File: src/pcat_pkg.sv
// Purpose: constants for the counter array time base and control
// Assumes: 8-bit special function register port, one 200 MHz clock
// Notes:   offsets are special function register addresses
package pcat_pkg;
    localparam logic [7:0] MODE_ADDR      = 8'hd9;
    localparam logic [7:0] CTRL_ADDR      = 8'hd8;
    localparam logic [7:0] CNT_LO_ADDR    = 8'he9;
    localparam logic [7:0] CNT_HI_ADDR    = 8'hf9;
    localparam int         MODE_IDLE_BIT  = 7;
    localparam int         MODE_WDT_BIT   = 6;
    localparam int         MODE_SRC_HI    = 2;
    localparam int         MODE_SRC_LO    = 1;
    localparam int         MODE_IE_BIT    = 0;
    localparam logic [7:0] MODE_WR_MASK   = 8'hc7;
    localparam logic [7:0] MODE_RESET     = 8'h00;
    localparam int         CTRL_OVF_BIT   = 7;
    localparam int         CTRL_RUN_BIT   = 6;
    localparam int         NUM_MODULES    = 5;
    localparam logic [7:0] CTRL_RESET     = 8'h00;
    localparam logic [2:0] DIV_SIX_LAST   = 3'h5;
    localparam logic [1:0] SRC_DIV6       = 2'h0;
    localparam logic [1:0] SRC_DIV2       = 2'h1;
    localparam logic [1:0] SRC_T0         = 2'h2;
    localparam logic [1:0] SRC_EXT        = 2'h3;
endpackage

File: src/pcat_tick_if.sv
// Purpose: carries the count-advance tick between prescaler and counter
// Assumes: single clock domain
// Notes:   tick is a one-cycle enable
interface pcat_tick_if;
    logic [1:0] src;
    logic       run;
    logic       tick;
    modport ctrl (output src, output run, input tick);
    modport pre  (input src, input run, output tick);
endinterface

File: src/pcat_prescale.sv
// Purpose: turns the selected count source into one-cycle advance pulses
// Assumes: external input already synchronised by the caller
// Notes:   dividers run only while counting is allowed
module pcat_prescale (
    // Clock and reset
    input  wire logic  i_clk,
    input  wire logic  i_srst,
    // Sources
    input  wire logic  i_t0_ovf,
    input  wire logic  i_ext_sync,
    // Tick carrier
    pcat_tick_if.pre   tk
);
    logic [2:0] div_q;
    logic [2:0] div_d;
    logic       ext_q;
    logic       ext_d;
    logic       tick;

    always_comb begin
        div_d = div_q;
        ext_d = i_ext_sync;
        tick  = 1'b0;
        if (tk.run) begin
            div_d = (div_q == pcat_pkg::DIV_SIX_LAST) ? 3'h0 : div_q + 3'h1;
        end
        case (tk.src)
            pcat_pkg::SRC_DIV6: tick = tk.run && (div_q == pcat_pkg::DIV_SIX_LAST);
            pcat_pkg::SRC_DIV2: tick = tk.run && div_q[0];
            pcat_pkg::SRC_T0:   tick = tk.run && i_t0_ovf;
            // Rising edge only; source must stay below a quarter rate
            pcat_pkg::SRC_EXT:  tick = tk.run && i_ext_sync && !ext_q;
            default:            tick = 1'b0;
        endcase
    end

    always_ff @(posedge i_clk) begin
        if (i_srst) begin
            div_q <= 3'h0;
            ext_q <= 1'b0;
        end else begin
            div_q <= div_d;
            ext_q <= ext_d;
        end
    end

    assign tk.tick = tick;
endmodule

File: src/pcat_top.sv
// Purpose: time base and control of a programmable counter array
// Assumes: special function register port, one 200 MHz clock
// Notes:   compare and capture datapaths live outside this block
module pcat_top #(
    parameter int CNT_W = 16
) (
    // Clock and reset
    input  wire logic             i_clk,
    input  wire logic             i_srst,
    // Register port
    input  wire logic [7:0]       i_addr,
    input  wire logic             i_wr,
    input  wire logic             i_bit_wr,
    input  wire logic [7:0]       i_wdata,
    output logic      [7:0]       o_rdata,
    // System status and sources
    input  wire logic             i_idle,
    input  wire logic             i_t0_ovf,
    input  wire logic             i_ext_count,
    input  wire logic [4:0]       i_module_event,
    // Results
    output logic                  o_irq,
    output logic                  o_watchdog_en,
    output logic                  o_running,
    output logic      [CNT_W-1:0] o_count
);
    logic [7:0]       mode_q;
    logic [7:0]       mode_d;
    logic [7:0]       ctrl_q;
    logic [7:0]       ctrl_d;
    logic [CNT_W-1:0] cnt_q;
    logic [CNT_W-1:0] cnt_d;
    logic [7:0]       rdata_d;
    logic             irq_d;
    logic             run_d;
    logic             ext_meta_q;
    logic             ext_sync_q;
    logic             wrap;
    logic             mode_wr;
    logic             ctrl_wr;
    logic             cnt_wr;

    pcat_tick_if tk ();

    // Pin passes two flops before the edge detector sees it
    always_ff @(posedge i_clk) begin
        if (i_srst) begin
            ext_meta_q <= 1'b0;
            ext_sync_q <= 1'b0;
        end else begin
            ext_meta_q <= i_ext_count;
            ext_sync_q <= ext_meta_q;
        end
    end

    // Idle gating stops the prescaler too, so no partial tick leaks out
    assign tk.src = {mode_q[pcat_pkg::MODE_SRC_HI], mode_q[pcat_pkg::MODE_SRC_LO]};
    assign tk.run = ctrl_q[pcat_pkg::CTRL_RUN_BIT] &&
                    !(i_idle && mode_q[pcat_pkg::MODE_IDLE_BIT]);

    pcat_prescale u_pre (
        .i_clk      (i_clk),
        .i_srst     (i_srst),
        .i_t0_ovf   (i_t0_ovf),
        .i_ext_sync (ext_sync_q),
        .tk         (tk)
    );

    assign mode_wr = i_wr && !i_bit_wr && (i_addr == pcat_pkg::MODE_ADDR);
    assign ctrl_wr = i_wr && (i_addr == pcat_pkg::CTRL_ADDR);
    assign wrap    = tk.tick && (&cnt_q);
    assign cnt_wr  = i_wr && (i_addr == pcat_pkg::CNT_LO_ADDR ||
                              i_addr == pcat_pkg::CNT_HI_ADDR);

    always_comb begin
        mode_d = mode_q;
        ctrl_d = ctrl_q;
        cnt_d  = cnt_q;
        if (mode_wr) begin
            // Reserved bits are never stored, so they read back as zero
            mode_d = i_wdata & pcat_pkg::MODE_WR_MASK;
        end
        if (ctrl_wr) begin
            ctrl_d = i_wdata;
        end
        if (tk.tick) begin
            cnt_d = cnt_q + {{(CNT_W-1){1'b0}}, 1'b1};
        end
        if (i_wr && i_addr == pcat_pkg::CNT_LO_ADDR) begin
            cnt_d[7:0] = i_wdata;
        end
        if (i_wr && i_addr == pcat_pkg::CNT_HI_ADDR) begin
            cnt_d[CNT_W-1:8] = i_wdata[CNT_W-9:0];
        end
        // Hardware set wins over a software clear in the same cycle
        if (wrap) begin
            ctrl_d[pcat_pkg::CTRL_OVF_BIT] = 1'b1;
        end
        ctrl_d[4:0] = ctrl_d[4:0] | i_module_event;
        ctrl_d[5]   = 1'b0;
        case (i_addr)
            pcat_pkg::MODE_ADDR:   rdata_d = mode_d;
            pcat_pkg::CTRL_ADDR:   rdata_d = ctrl_d;
            pcat_pkg::CNT_LO_ADDR: rdata_d = cnt_d[7:0];
            pcat_pkg::CNT_HI_ADDR: rdata_d = cnt_d[CNT_W-1:8];
            default:               rdata_d = 8'h00;
        endcase
        irq_d = ctrl_d[pcat_pkg::CTRL_OVF_BIT] && mode_d[pcat_pkg::MODE_IE_BIT];
        run_d = ctrl_d[pcat_pkg::CTRL_RUN_BIT];
    end

    always_ff @(posedge i_clk) begin
        if (i_srst) begin
            mode_q        <= pcat_pkg::MODE_RESET;
            ctrl_q        <= pcat_pkg::CTRL_RESET;
            cnt_q         <= '0;
            o_rdata       <= 8'h00;
            o_irq         <= 1'b0;
            o_watchdog_en <= 1'b0;
            o_running     <= 1'b0;
            o_count       <= '0;
        end else begin
            mode_q        <= mode_d;
            ctrl_q        <= ctrl_d;
            cnt_q         <= cnt_d;
            o_rdata       <= rdata_d;
            o_irq         <= irq_d;
            o_watchdog_en <= mode_d[pcat_pkg::MODE_WDT_BIT];
            o_running     <= run_d;
            o_count       <= cnt_d;
        end
    end

    // Per-module flags: set by events, held until software clears
    for (genvar n = 0; n < pcat_pkg::NUM_MODULES; n++) begin : g_flag

    end
endmodule

File: config.mk
export PLATFORM = sky130hd
export DESIGN_NAME = pcat_top
export DESIGN_NICKNAME = d
export VERILOG_FILES = /design/src/pcat_pkg.sv /design/src/pcat_tick_if.sv /design/src/pcat_prescale.sv /design/src/pcat_top.sv
export SDC_FILE = /design/constraint.sdc
export NUM_CORES = 1
export LEC_CHECK = 0
export BUFFER_PORTS_ARGS = -buffer_cell sky130_fd_sc_hd__buf_2
export CORE_MARGIN = 2
export CORE_UTILIZATION = 60
export CTS_BUF_LIST = sky130_fd_sc_hd__clkbuf_16
export DETAILED_ROUTE_END_ITERATION = 6
export MAX_ROUTING_LAYER = met4
export PLACE_DENSITY = 0.86
export SYNTH_ARGS = -nofsm -noshare
export SYNTH_HDL_FRONTEND = slang
export SYNTH_SLANG_ARGS = --single-unit
File: constraint.sdc
create_clock -name i_clk -period 5.7 [get_ports i_clk]
set_input_delay 1.425 -clock i_clk [delete_from_list [all_inputs] [get_ports i_clk]]
set_output_delay 1.425 -clock i_clk [all_outputs]
set_load 0.02 [all_outputs]
==> flow_metrics.env <==
export IMPL_track_usage_pct=34.05
export IMPL_die_h_um=72.32
export IMPL_synth_edff_count=0
export IMPL_drv_slew=0
export IMPL_dp_hpwl_um=5776
export IMPL_clockBufferDepth=2
export IMPL_cp_start_kind="input port"
export IMPL_total_power_uw=712.6
export IMPL_relSlewSlack_pct=42.39
export IMPL_core_um2=4414
export IMPL_setup_viol=0
export IMPL_io_pins=55
export IMPL_placedInstanceArea_um2=3027
export IMPL_cts_hold_buffers=0
export IMPL_syn_area_um2=2800
export IMPL_rsz0062_at_grt="no"
export IMPL_cts_htree_levels=2
export IMPL_drv_cap=0
export IMPL_cts_setup_buffers=0
export IMPL_worst_path_max_delay_cell="buf_2"
export IMPL_timing_fmax_ghz=0.3079
export IMPL_synth_nets=365
export IMPL_port_buffers=54
export IMPL_drt_iter0_drc=347
export IMPL_drt_drc_violations_left=0
export IMPL_dieArea_um2=5229
export IMPL_status="completed"
export IMPL_place_gp_congestion=1.012
export IMPL_p_per_area_nw_per_um2=223.2
export IMPL_hold_class="flip-flop to flip-flop"
export IMPL_fin_crit_ns=3.248
export IMPL_criticalPathCategory="input port to flip-flop"
export IMPL_end_kind="flip-flop"
export IMPL_post_synth_cell_area_avg_um2=8.409
export IMPL_clk_latency_ns=0.29
export IMPL_grt_pass1_vias=2661
export IMPL_clock_sinks=46
export IMPL_ys_ff_latch=46
export IMPL_synth_warnings=0
export IMPL_finalHoldViolCount=0
export IMPL_cts_buffers=5
export IMPL_synth_cells=333
export IMPL_ant_nets=0
export IMPL_vias_per_cell=6.798
export IMPL_vdd_drop_max_mv=0.1844
export IMPL_fin_skew_ns=0.004987
export IMPL_arrival_ns=3.39
export IMPL_synth_cell_types=66
export IMPL_fillers=362
export IMPL_wire_per_inst_um=19.24
export IMPL_power_leakage_nw=1.336
export IMPL_fin_util_pct=72.34
export IMPL_cts_tree="built"
export IMPL_area_delta_synth_final_pct=14.03
export IMPL_ys_flop_type="dfxtp_1"
export IMPL_tightest_slew_ns=0.8603
export IMPL_min_period_over_period_pct=56.97
export IMPL_clkTransAtPathRegs_ns=0.07
export IMPL_cp_cell_sequence="buf_2 -> nand2b_1 -> nor3_4 -> mux2i_1 -> nor3b_2"
export IMPL_routed_wl_um=8273
export IMPL_required_ns=5.85
export IMPL_fin_area_um2=3193
export IMPL_ys_seq_area_share_pct=32.89
export IMPL_final_nets=409
export IMPL_worst_path_max_fanout=47
export IMPL_cts_resized=0
export IMPL_grt_max_degree=48
export IMPL_n_antenna_cell=0
export IMPL_grt_pass1_wl_um=13240
export IMPL_cts_root_buffer="clkbuf_16"
export IMPL_mostFrequentLayoutCells="buf_2, dfxtp_1, nor2_1"
export IMPL_initial_core_util_pct=63.44
export IMPL_synthArstFlopShare_pct=0
export IMPL_die_w_um=72.32
export IMPL_fin_tns_setup_ns=0
export IMPL_drive_gt1_share_pct=21.96
export IMPL_antenna_found_initial=0
export IMPL_cpPeakStageDelay_ns=0.59
export IMPL_rows=24
export IMPL_vias=2923
export IMPL_grt_overflow=0
export IMPL_final_common_cell="buf_2"
export IMPL_first_pass_iters=5
-- sequential cells by signal, summed over array words and instances, names as in the netlist --
register,flops
cnt_q,16
ctrl_q,7
ext_meta_q,1
ext_sync_q,1
mode_q,8
o_irq,1
o_rdata,8
u_pre.div_q,3
u_pre.ext_q,1
-- kinds of logic after synthesis --
logic type      synth area share, %
simple gates                  28.15
compound gates                22.88
flops                         32.89
buf+inv                       5.898
mux                           6.836
xor+xnor                      1.564
fa+ha+maj                     1.787
-- critical path, delay by kind of cell --
kind                   cells  cell delay [ns]
buffers and inverters      1             0.59
muxes                      1             0.35
and+or+nand+nor            3             1.00
-- worst paths after layout --
kind	startpoint	end	slack, ns	depth (start not counted)
worst max-delay path	i_wr	o_irq	2.45	5
worst max register to register	mode_q[1]	o_rdata[3]	3.01	7
worst min register to register	ext_meta_q	ext_sync_q	0.44	1
worst min-delay path	ext_meta_q	ext_sync_q	0.44	1
-- power breakdown --
part	internal, mW	switching [mW]
registers	0.325	0.00195
clock network	0.205	0.128
logic	0.0171	0.0350
total	0.548	0.165
-- stage by stage --
stage          std cells  setup slack (ns)  hold slack, ns
3_3_place_gp         422             2.323          0.4155
6_report             430             2.452          0.4407
4_1_cts              430             2.504          0.4453
2_1_floorplan        333             2.813          0.4138
3_5_place_dp         422             2.235          0.4299
5_1_grt              430             2.271          0.4714
-- cell usage after synthesis (all sizes together) (4+ instances only) --
master	instances	area share [%]
and4	6	2.0
nand2	15	2.1
o211ai	6	1.6
nor2b	7	1.7
nor4	9	2.5
nor3	13	3.3
buf	4	0.85
and3	6	1.3
nor2	35	4.7
a31oi	5	1.1
ha	4	1.8
nand2b	5	1.1
nor3b	5	1.7
o21ai	16	2.9
mux2i	18	6.4
nand3	17	3.0
o311ai	5	1.6
clkbuf	14	3.3
o31a	5	1.6
a211oi	10	2.7
a21oi	20	3.6
dfxtp	46	33
inv	12	1.6
nand4	8	1.8
-- metal layers --
| layer | GRT usage, % | wire length, um | part of all wire [%] |
|---|---|---|---|
| met1 | 44.82 | 3397 | 41 |
| met2 | 53.01 | 3758 | 45 |
| met3 | 4.861 | 842 | 10 |
| met4 | 13.21 | 275 | 3.3 |
| met5 | - | 0 | 0 |
-- area by class of cell --
type	count	area [um2]	area share, %
multi-input combinational	256	1714	53.68
sequential	46	920.9	28.84
timing repair buffer	55	277.8	8.699
clock buffer	5	125.1	3.918
tap	52	65.06	2.038
inverter	13	48.80	1.528
clock inverter	3	41.29	1.293
(Power assumes the default switching activity.)
